## config.mk

```make
export PLATFORM = sky130hd
export DESIGN_NAME = ptm_timer
export DESIGN_NICKNAME = d
export VERILOG_FILES = /design/src/logic/ptm_pkg.sv /design/src/logic/ptm_timer.sv
export VERILOG_INCLUDE_DIRS = /design/src /design/src/logic
export SDC_FILE = /design/constraint.sdc
export NUM_CORES = 1
export LEC_CHECK = 0
export ABC_AREA = 1
export ABC_CLOCK_PERIOD_IN_PS = 7900
export BUFFER_PORTS_ARGS = -buffer_cell sky130_fd_sc_hd__buf_2
export CELL_PAD_IN_SITES_DETAIL_PLACEMENT = 2
export CELL_PAD_IN_SITES_GLOBAL_PLACEMENT = 2
export CORE_MARGIN = 8
export CORE_UTILIZATION = 32
export DETAILED_ROUTE_END_ITERATION = 8
export PLACE_DENSITY = 0.85
export SLEW_MARGIN = 20
export SYNTH_ARGS = -nofsm -noshare
export SYNTH_HDL_FRONTEND = slang
export SYNTH_SLANG_ARGS = --single-unit
```

## constraint.sdc

```tcl
create_clock -name ref_clk -period 7.9 [get_ports ref_clk]
set_input_delay 1.58 -clock ref_clk [delete_from_list [all_inputs] [get_ports ref_clk]]
set_output_delay 1.58 -clock ref_clk [all_outputs]
set_load 0.05 [all_outputs]
```

## src/logic/ptm_cfg.svh

```systemverilog
// register offsets, field positions, counter limits and timing counts of the periodic timer
`ifndef PTM_CFG_SVH
`define PTM_CFG_SVH
`define PTM_OFS_CTRL0   8'h00
`define PTM_OFS_CTRL1   8'h04
`define PTM_OFS_CNT_LO  8'h08
`define PTM_OFS_CNT_HI  8'h0C
`define PTM_OFS_CMPA_LO 8'h10
`define PTM_OFS_CMPA_HI 8'h14
`define PTM_OFS_PER_LO  8'h18
`define PTM_OFS_PER_HI  8'h1C
`define PTM_OFS_FLAGS   8'h20
`define PTM_RUN_BIT     3
`define PTM_MODE_HI     7
`define PTM_MODE_LO     6
`define PTM_PACT_HI     5
`define PTM_PACT_LO     4
`define PTM_OLVL_BIT    3
`define PTM_INV_BIT     2
`define PTM_CCLR_BIT    0
`define PTM_FLAG_A_BIT  0
`define PTM_FLAG_P_BIT  1
`define PTM_CNT_MAX     10'h3FF
`define PTM_FULL_PERIOD 11'h400
`define PTM_CLK_DIV     4
`endif

```

## src/logic/ptm_pkg.sv

```systemverilog
// types shared by the periodic timer
package ptm_pkg;
  typedef enum logic [1:0] {
    PTM_MODE_CMP = 2'h0,
    PTM_MODE_UND = 2'h1,
    PTM_MODE_PWM = 2'h2,
    PTM_MODE_TMR = 2'h3
  } ptm_mode_t;
  typedef enum logic [1:0] {
    PTM_BUS_IDLE = 2'h1,
    PTM_BUS_ACK  = 2'h2
  } ptm_bus_t;
  typedef struct packed {
    ptm_bus_t    phase;
    logic        waitreq;
    logic [31:0] rdata;
    logic        run;
    ptm_mode_t   mode;
    logic [1:0]  pact;
    logic        olvl;
    logic        inv;
    logic        cclr;
    logic [9:0]  cnt;
    logic [9:0]  cmpa;
    logic [9:0]  per;
    logic        flag_a;
    logic        flag_p;
    logic        cmp_lvl;
    logic [7:0]  div;
    logic        pin_out;
    logic        pin_oe;
  } ptm_state_t;
endpackage

```

## src/logic/ptm_timer.sv

```systemverilog
// 10-bit periodic timer with compare A / period P comparators and an avalon-mm register slave
//
// Added by the designer: the Avalon-MM slave port and the register addresses.
`timescale 1ns/10ps
`include "ptm_cfg.svh"

// Function
// counter readable only, low byte and bits 9..8 in a high register
// compare A value is 10-bit read/write, split low/high, resets to zero
// period P value is 10-bit read/write, split low/high, resets to zero
// high registers read zero in bits 7 to 2
// two-bit mode field picks compare, pwm, pulse or timer; 00 is compare; code has no pulse mode, 01 is undefined
// compare, clear-select low: clear on P match or overflow; both flags raised
// compare, clear-select high: clear on A match; only A flag raised
// software never sets compare A to zero in compare mode
// compare A zero: overflow at 3FF and no A flag
// compare mode pin changes only on an A match
// pin action picks high, low or toggle; zero means no change
// run rising edge loads the pin with the initial level bit
// mode 11 counts and flags like compare mode but leaves the pin undriven
// software writes 10 to mode and pin action for pwm
// pwm ignores clear-select; P sets period, A sets duty
// pwm raises A flag on A match and P flag on P match
// pwm level bit picks active level; pin action enables or forces
// invert bit inverts the driven waveform
// pwm period is P counts, 1024 when P is zero
// duty at or above period keeps output active all period
// compare pin codes: 00 none, 01 low, 10 high, 11 toggle
// run rise zeroes counter; run fall holds the count
// counter steps once per tick; matches use the incremented count
module ptm_timer #(
  parameter int CLK_DIV = `PTM_CLK_DIV
) (
  // clock and reset
  input  wire logic        ref_clk,
  input  wire logic        rstn,
  // avalon-mm slave
  input  wire logic [7:0]  address,
  input  wire logic        read,
  input  wire logic        write,
  input  wire logic [31:0] writedata,
  input  wire logic [3:0]  byteenable,
  output logic      [31:0] readdata,
  output logic             waitrequest,
  // timer output pin
  output logic             pin_out,
  output logic             pin_oe
);
  import ptm_pkg::*;

  ptm_state_t st_r;
  ptm_state_t st_nxt;
  logic       tick;
  logic [9:0] cnt_inc;
  logic       a_hit;
  logic       p_hit;
  logic       set_a;
  logic       set_p;
  logic       clr_a;
  logic       clr_p;
  logic       cnt_clr;
  logic       pwm_act;
  logic       lvl;
  logic [10:0] period;

  // modes 00, 01 and 11 share the compare-match counting rules
  function automatic logic is_cmp_count(input ptm_mode_t m);
    return m != PTM_MODE_PWM;
  endfunction

  // register read decode
  function automatic logic [7:0] rd_byte(input logic [7:0] a, input ptm_state_t s);
    unique case (a)
      `PTM_OFS_CTRL0:   rd_byte = {4'h0, s.run, 3'h0};
      `PTM_OFS_CTRL1:   rd_byte = {s.mode, s.pact, s.olvl, s.inv, 1'b0, s.cclr};
      // counter view
      `PTM_OFS_CNT_LO:  rd_byte = s.cnt[7:0];
      // upper bits zero
      `PTM_OFS_CNT_HI:  rd_byte = {6'h00, s.cnt[9:8]};
      `PTM_OFS_CMPA_LO: rd_byte = s.cmpa[7:0];
      `PTM_OFS_CMPA_HI: rd_byte = {6'h00, s.cmpa[9:8]};
      `PTM_OFS_PER_LO:  rd_byte = s.per[7:0];
      `PTM_OFS_PER_HI:  rd_byte = {6'h00, s.per[9:8]};
      `PTM_OFS_FLAGS:   rd_byte = {6'h00, s.flag_p, s.flag_a};
      default:          rd_byte = 8'h00;
    endcase
  endfunction

  // next-state logic: counter, comparators, pin, then bus
  always_comb begin
    st_nxt  = st_r;
    // tick from divider, compare on incremented count
    tick    = st_r.run && (st_r.div == 8'(CLK_DIV - 1));
    cnt_inc = st_r.cnt + 10'h001;
    a_hit   = tick && (cnt_inc == st_r.cmpa);
    // P zero matches at wrap, i.e. a 1024 period
    p_hit   = tick && (cnt_inc == st_r.per);
    // compare A of zero never flags
    set_a   = a_hit && (st_r.cmpa != 10'h000);
    set_p   = 1'b0;
    cnt_clr = 1'b0;
    clr_a   = 1'b0;
    clr_p   = 1'b0;
    if (is_cmp_count(st_r.mode) && st_r.cclr) begin
      // A match clears, P flag suppressed
      cnt_clr = set_a;
    end else begin
      // P match or overflow clears; same in pwm
      cnt_clr = p_hit;
      set_p   = p_hit;
    end
    // divider runs only with the timer
    if (st_r.run) begin
      st_nxt.div = tick ? 8'h00 : st_r.div + 8'h01;
    end
    if (tick) begin
      st_nxt.cnt = cnt_clr ? 10'h000 : cnt_inc;
    end
    // pin moves only on an A flag in compare mode
    if (st_r.mode == PTM_MODE_CMP && set_a) begin
      unique case (st_r.pact)
        2'h0: st_nxt.cmp_lvl = st_r.cmp_lvl;
        2'h1: st_nxt.cmp_lvl = 1'b0;
        2'h2: st_nxt.cmp_lvl = 1'b1;
        2'h3: st_nxt.cmp_lvl = ~st_r.cmp_lvl;
      endcase
    end
    // bus: one wait cycle, then the answer with waitrequest low
    if (st_r.phase == PTM_BUS_IDLE) begin
      if (read || write) begin
        st_nxt.phase   = PTM_BUS_ACK;
        st_nxt.waitreq = 1'b0;
        st_nxt.rdata   = {24'h000000, rd_byte(address, st_r)};
      end
    end else begin
      st_nxt.phase   = PTM_BUS_IDLE;
      st_nxt.waitreq = 1'b1;
      // writes land on the edge that sees waitrequest low
      if (write && byteenable[0]) begin
        unique case (address)
          `PTM_OFS_CTRL0: st_nxt.run = writedata[`PTM_RUN_BIT];
          `PTM_OFS_CTRL1: begin
            // mode field select
            st_nxt.mode = ptm_mode_t'(writedata[`PTM_MODE_HI:`PTM_MODE_LO]);
            st_nxt.pact = writedata[`PTM_PACT_HI:`PTM_PACT_LO];
            st_nxt.olvl = writedata[`PTM_OLVL_BIT];
            st_nxt.inv  = writedata[`PTM_INV_BIT];
            st_nxt.cclr = writedata[`PTM_CCLR_BIT];
          end
          // compare A halves
          `PTM_OFS_CMPA_LO: st_nxt.cmpa[7:0] = writedata[7:0];
          `PTM_OFS_CMPA_HI: st_nxt.cmpa[9:8] = writedata[1:0];
          // period halves
          `PTM_OFS_PER_LO:  st_nxt.per[7:0] = writedata[7:0];
          `PTM_OFS_PER_HI:  st_nxt.per[9:8] = writedata[1:0];
          `PTM_OFS_FLAGS: begin
            clr_a = writedata[`PTM_FLAG_A_BIT];
            clr_p = writedata[`PTM_FLAG_P_BIT];
          end
          default: st_nxt.run = st_r.run;
        endcase
      end
    end
    // run rise restarts from zero; a fall just freezes the count
    if (st_nxt.run && !st_r.run) begin
      st_nxt.cnt     = 10'h000;
      st_nxt.div     = 8'h00;
      // initial pin level
      st_nxt.cmp_lvl = st_nxt.olvl;
    end
    // flags are write-one-to-clear; a same-cycle event wins over the clear
    st_nxt.flag_a = (st_r.flag_a && !clr_a) || set_a;
    st_nxt.flag_p = (st_r.flag_p && !clr_p) || set_p;
    // duty at or above the period holds the active level
    period  = (st_nxt.per == 10'h000) ? `PTM_FULL_PERIOD : {1'b0, st_nxt.per};
    pwm_act = ({1'b0, st_nxt.cmpa} >= period) || (st_nxt.cnt < st_nxt.cmpa);
    // pin action forces inactive, active or passes the wave
    unique case (st_nxt.pact)
      2'h0: lvl = ~st_nxt.olvl;
      2'h1: lvl = st_nxt.olvl;
      2'h2: lvl = st_nxt.olvl ? pwm_act : ~pwm_act;
      2'h3: lvl = ~st_nxt.olvl;
    endcase
    if (st_nxt.mode != PTM_MODE_PWM) begin
      lvl = st_nxt.cmp_lvl;
    end
    // polarity inversion at the pin
    st_nxt.pin_out = st_nxt.inv ^ lvl;
    // timer mode leaves the pin free; undefined mode does too
    st_nxt.pin_oe  = (st_nxt.mode == PTM_MODE_CMP) || (st_nxt.mode == PTM_MODE_PWM);
  end

  // state register, synchronous active-low reset
  always_ff @(posedge ref_clk) begin
    if (!rstn) begin
      st_r         <= '0;
      st_r.phase   <= PTM_BUS_IDLE;
      st_r.waitreq <= 1'b1;
    end else begin
      st_r <= st_nxt;
    end
  end

  // every output straight from the state flops
  assign readdata    = st_r.rdata;
  assign waitrequest = st_r.waitreq;
  assign pin_out     = st_r.pin_out;
  assign pin_oe      = st_r.pin_oe;
endmodule // ptm_timer

```

After elaboration in Yosys (flattened, before gate mapping):

Cells that the tools add are included.

* output and inout port bits: 35
* register bits: 62
* logic and storage cells: 110
* bits of input ports: 48

* multiplexer cells: 31
* equal/unequal tests: 21
* order comparisons: 2
* $add $sub $neg: 2
* bitwise gates (word level): 6
* reductions and logical operators: 30

Operator list (count)
* 8-bit one-hot mux with 9 select lines: 1
* 8-bit two-way mux: 6
* 20-bit two-way mux: 2
* 8-bit by 5-bit equality test with 1-bit output, second input constant: 4
* 10-bit two-way mux: 3
* 10-bit equality test: 2
* 8-bit by 4-bit equality test with 1-bit output, second input constant: 2
* 1-bit two-way mux: 12
* 10-bit by 11-bit >= comparator with 1-bit output: 1
* 11-bit two-way mux: 1
* 10-bit by 1-bit adder with 10-bit output, second input constant: 1
* 2-bit equality test, second input constant: 5
* 1-bit logical AND: 10
* 10-bit zero test: 1
* 10-bit less-than comparator: 1
* 10-bit nonzero test: 1
* 9-bit two-way mux: 1
* 8-bit by 1-bit adder with 8-bit output, second input constant: 1
* 8-bit by 2-bit equality test with 1-bit output, second input constant: 1
* 8-bit by 3-bit equality test with 1-bit output, second input constant: 1
* 8-bit by 6-bit equality test with 1-bit output, second input constant: 1
* 2-bit zero test: 4
* 8-bit zero test: 1
* 7-bit two-way mux: 1
* 12 further kinds: 28

Logic depth before layout (Yosys ltp):

* word-level depth: 15
* depth in mapped cells: 33

Worst setup path after synthesis:

No wires, ideal clock.

* path type: input port to flip-flop
* start point: input port address[1]
* end point: register st_r, in the netlist pin_out
* library setup time: 0.109 ns
* data arrival time: 4.433 ns
* required time: 7.791 ns
* path slack: 3.358 ns
* cell stages on the path: 30
* cells stage by stage: nor2_1 > inv_1 > nor2_1 > inv_1 > nor2_1 > inv_1 > nor2_4 > nand2_1 > clkbuf_1 > o21ai_0 > inv_1 > ha_1 > a21oi_1 > o221ai_1 > nand2_1 > nand2_1 > o21ai_0 > inv_1 > o21ai_0 > nand2_1 > nand2_1 > nand2_1 > nand2_1 > nand3_1 > nand2_1 > nand2_1 > nand2_1 > nand2_1 > nand2_1 > inv_1

RTL lines
* from (decl): line ptm_timer.sv:38 `input wire logic [7:0] address,`
* to (signal assigned): line ptm_timer.sv:200 `st_r <= st_nxt;`
* to (decl): line ptm_timer.sv:51 `ptm_state_t st_r;`

==> results summary <==
The number of antenna diodes in the final layout is 0. Max-cap violations in this run came to 0. CTS built an H-tree with a depth of 3. The number of library cell types mapped by synthesis is 46. The footprint of the multi-input gates is approximately 0.0025 mm^2.

The flow ran to the end, and the final reports show no timing, DRC or antenna violations. The post-route netlist has 9.91% of its cells at a drive strength greater than 1. The count of endpoints failing hold in the final timing report was 0.

Summed over all nets, the half-perimeter wirelength after detailed placement is approximately 14000 um. STA puts the critical path data arrival time at 5.59 ns. Derived from the worst setup path, the maximum achievable clock frequency is 187 MHz. The setup slack of the critical path after layout is 2.56 ns. The synthesized netlist occupies a cell area of 0.00428 mm^2. The max-slew violation count came out at 0. The stage delay of the slowest cell on the critical path is 0.66 ns. Summed over all layers, the global routing overflow is 0. For met1 alone, demand over resource in global routing was 22.8%.

Across all register-to-register paths, the minimum setup slack is 3.30 ns. The first-iteration detailed-routing DRC count came out at 273. The count of port buffers added during placement came out at 31. The footprint of the flip-flops and latches is ~0.0012 mm^2. At the worst endpoint, the required time is 8.14 ns.

The design draws 0.756 mW. The number of nets in the finished design came out at 763. The die area came out at 0.0173 mm^2. Measured against its own limit, the worst slew margin works out to 49.9%. The number of clock buffers inserted by TritonCTS came out at 9. The average cell area after synthesis came out at 6.40 um^2.

The root buffer cell chosen for the clock tree is sky130_fd_sc_hd__clkbuf_16. The cell that appears most often on the critical path is sky130_fd_sc_hd__nand2_1. The part of the cycle the worst path needs is 67.6%. The largest vdd supply drop is 0.0959 mV. In this run the remaining antenna-violating nets after routing total 0.

The clock period minus final worst setup slack came out at about 5.3 ns. The highest net fanout along the worst path is 16. The count of synthesis-stage warnings from yosys is 0.

The quantity of hold-fixing buffers added after cts came out at 0. The synthesis-to-layout area growth is 10.8%. After filler insertion, the fill cell instance count of the layout stands at between 1.5k and 2k. The slowest stage of the critical path belongs to the cell sky130_fd_sc_hd__o21ai_0. The starting density of the core came out at between 30% and 40%.

The global-route wire length before repair is 27000 um. The post-cts sizing count came out at 0. The count of TritonRoute iterations in the first routing pass came out at 4.

STA classifies the critical path startpoint as an input pin. The post-synthesis sequential area ratio came out at between 20 and 30%. The vertical die dimension is 132 um.

For the final database, setup skew stands at roughly 0.011 ns. The number of setup buffers added after CTS is 0. The post-synthesis share of cell area spent on full adders, half adders and majority gates is 6.72%. The tightest min-delay check is of the reg -> reg type. The via count of the first global-routing pass was just under 5k. The worst hold path begins at readdata[7]$_SDFFE_PN0P_. At the pin with the least slew margin, the transition time is 0.746 ns. The number of enable flip-flop cells after synthesis is 0.

The fraction of the mapped netlist area in compound gates is about 14%. The number of primary I/O pins came out at 83. The CTS clock-pin slew for the worst setup and hold paths came out at 0.06 ns. The post-detailed-route DRC marker count is 0.

Counting along the longest clock path gives a buffer depth of 2. The mean routed wirelength per cell is 19.9 um. For this run, the share of the core covered by cells in the final layout is 36.1%. Measured in cells, the most critical reg-to-reg path has a length of 29. The die extent in x came out at 132 um. The most used flip-flop cell after synthesis is sky130_fd_sc_hd__dfxtp_1. For met3 alone, demand over resource in global routing was 4.80%. Setup repair after global routing left no endpoint under its margin. Dividing the detail-routed via count by the number of cells gives 5.10.

TritonCTS built the clock tree. The post-synthesis share of cell area spent on and, or, nand and nor gates is 33.3%. The pre-CTS setup slack is 2.31 ns. The mux cell area share after synthesis came out at 0%. The worst register-to-register path ends at pin_out$_SDFF_PN0_. The maximum number of pins on one net before global-route repair came out at 23. The async set-or-reset flop fraction in the synthesized netlist came out at 0%. After synthesis, the largest family of logic cells by area is simple AND/OR/NAND/NOR gates. The CTS sink count came out at 61. The clock latency at the later pin of the worst-skew pair came out at 0.34 ns. Among cell families on the critical path, the largest total delay comes from simple AND/OR/NAND/NOR gates. The count of vias placed by the detailed router came out at 4451. The ratio of total power to cell area is 159 mW/mm^2. The total leakage power is between 2 and 2.5 nW.

The placeable core region is 0.0131 mm^2. The hold path depth is 2. After floorplanning, the core was divided into 42 placement rows. The layer flagged by global routing as most heavily used is met2. In the final timing run, aggregate negative setup slack is 0 ns. Setup violations remaining at the end of the flow were counted as 0. The aggregate global-route resource usage is 19.9%.

The buffers plus inverters on the worst setup path came out at 7. The setup path with the least slack is of type in -> reg. For met2 alone, demand over resource in global routing was 35.6%. The gate count of the mapped netlist came out at between 600 and 700. Routability-driven placement finished with a final weighted congestion of 0.925. The synthesized netlist devotes 1.84% of its cell area to XOR and XNOR gates. The number of synthesized register bits is 61. For this block, the routed nets add up to 17400 um of wire. The worst setup path is captured at a flop. The path with the worst hold slack has its endpoint at readdata[7]$_SDFFE_PN0P_. The instance count on the critical path came out at 30. The number of antenna violations at the first check in global routing is 0. The worst register-to-register path begins at st_r[33]$_SDFF_PN0_.
[registers in the layout (all words and copies together) (netlist names)]
register,count
st_r,51
pin_oe,1
readdata,8
pin_out,1
[worst reg2reg max path: cells and delay by family (launching register included)]
family / cells / cell delay (ns)
adders and majority gates: 2 / 0.58
AOI/OAI and AO/OA: 4 / 0.88
buffers and inverters: 3 / 0.28
DFF: 1 / 0.57
and+or+nand+nor: 20 / 2.21
[per-stage QoR]
| stage | hold WS [ns] | instance area (um^2) | std cells |
|---|---|---|---|
| floorplan | 0.444 | 4370 | 692 |
| CTS | 0.481 | 4740 | 872 |
| global route | 0.503 | 4740 | 872 |
| global placement | 0.455 | 4460 | 857 |
| finish | 0.474 | 4740 | 872 |
| detailed placement | 0.463 | 4460 | 857 |
[Yosys cell counts (all sizes together) (3+ instances only)]
cell	instances	share of area [%]
a21oi	22	2.6
a221oi	5	1.0
buf	35	6.0
clkbuf	8	0.70
clkinv	3	0.26
dfxtp	61	29
ha	23	6.7
inv	102	9.0
nand2	154	14
nand3	43	5.3
nand4	10	1.5
nor2	101	10
nor3	9	1.3
o21ai	58	7.2
o22ai	4	0.58
xor2	7	1.4
[cell families (layout without fill, tap and decap cells)]
| kind of cell | after synthesis | after routing |
|---|---|---|
| AO/OA/AOI/OAI | 101 | 101 |
| XOR/XNOR | 9 | 9 |
| adder cells (fa/ha/maj) | 23 | 23 |
| buffers and inverters | 148 | 152 |
| flip-flops | 61 | 61 |
| other | 1 | 24 |
| AND/OR/NAND/NOR | 326 | 326 |
[how the worst max path moves through the flow]
stage	from	end	slack, ns
6_report	address[1]	pin_out$_SDFF_PN0_	2.56
5_1_grt	address[1]	pin_out$_SDFF_PN0_	2.11
4_1_cts	address[1]	pin_out$_SDFF_PN0_	2.55
3_5_place_dp	address[1]	pin_out$_SDFF_PN0_	2.31
3_3_place_gp	address[1]	pin_out$_SDFF_PN0_	2.51
2_1_floorplan	address[1]	pin_out$_SDFF_PN0_	3.36
[metal layers]
layer / part of all wire [%] / vias up
met5: 0 / -
met4: 2.1 / 0
met3: 4.5 / 22
met2: 50 / 108
met1: 43 / 2201
li1: - / 2120
[final cells by class]
type                            instances  area share, %
Multi-Input combinational cell        483           51.9
Sequential cell                        61           25.7
Inverter                              105           8.36
Clock buffer                            9           4.75
Tap cell                              176           4.64
Timing Repair Buffer                   32           3.43
Clock inverter                          6           1.16
[power by group]
group	switching, mW	leakage [nW]	internal, mW
clock	0.149	0.145	0.239
combinational	0.0503	1.62	0.00762
sequential	0.000618	0.492	0.309
total	0.200	2.26	0.556
[cells in the final DEF, fill, tap and decap left out, types with 7 or more instances in the layout]
| cell type | Yosys | routed |
|---|---|---|
| sky130_fd_sc_hd__nand2_1 | 152 | 152 |
| sky130_fd_sc_hd__inv_1 | 98 | 98 |
| sky130_fd_sc_hd__nor2_1 | 94 | 94 |
| sky130_fd_sc_hd__dfxtp_1 | 61 | 61 |
| sky130_fd_sc_hd__o21ai_0 | 49 | 49 |
| sky130_fd_sc_hd__nand3_1 | 42 | 42 |
| sky130_fd_sc_hd__buf_2 | 2 | 31 |
| sky130_fd_sc_hd__conb_1 | 1 | 24 |
| sky130_fd_sc_hd__ha_1 | 23 | 23 |
| sky130_fd_sc_hd__a21oi_1 | 22 | 22 |
| sky130_fd_sc_hd__nand4_1 | 10 | 10 |
| sky130_fd_sc_hd__clkbuf_16 | 0 | 9 |
| sky130_fd_sc_hd__nor3_1 | 8 | 8 |
| sky130_fd_sc_hd__xor2_1 | 7 | 7 |
Power figures use the tool's default switching activity.
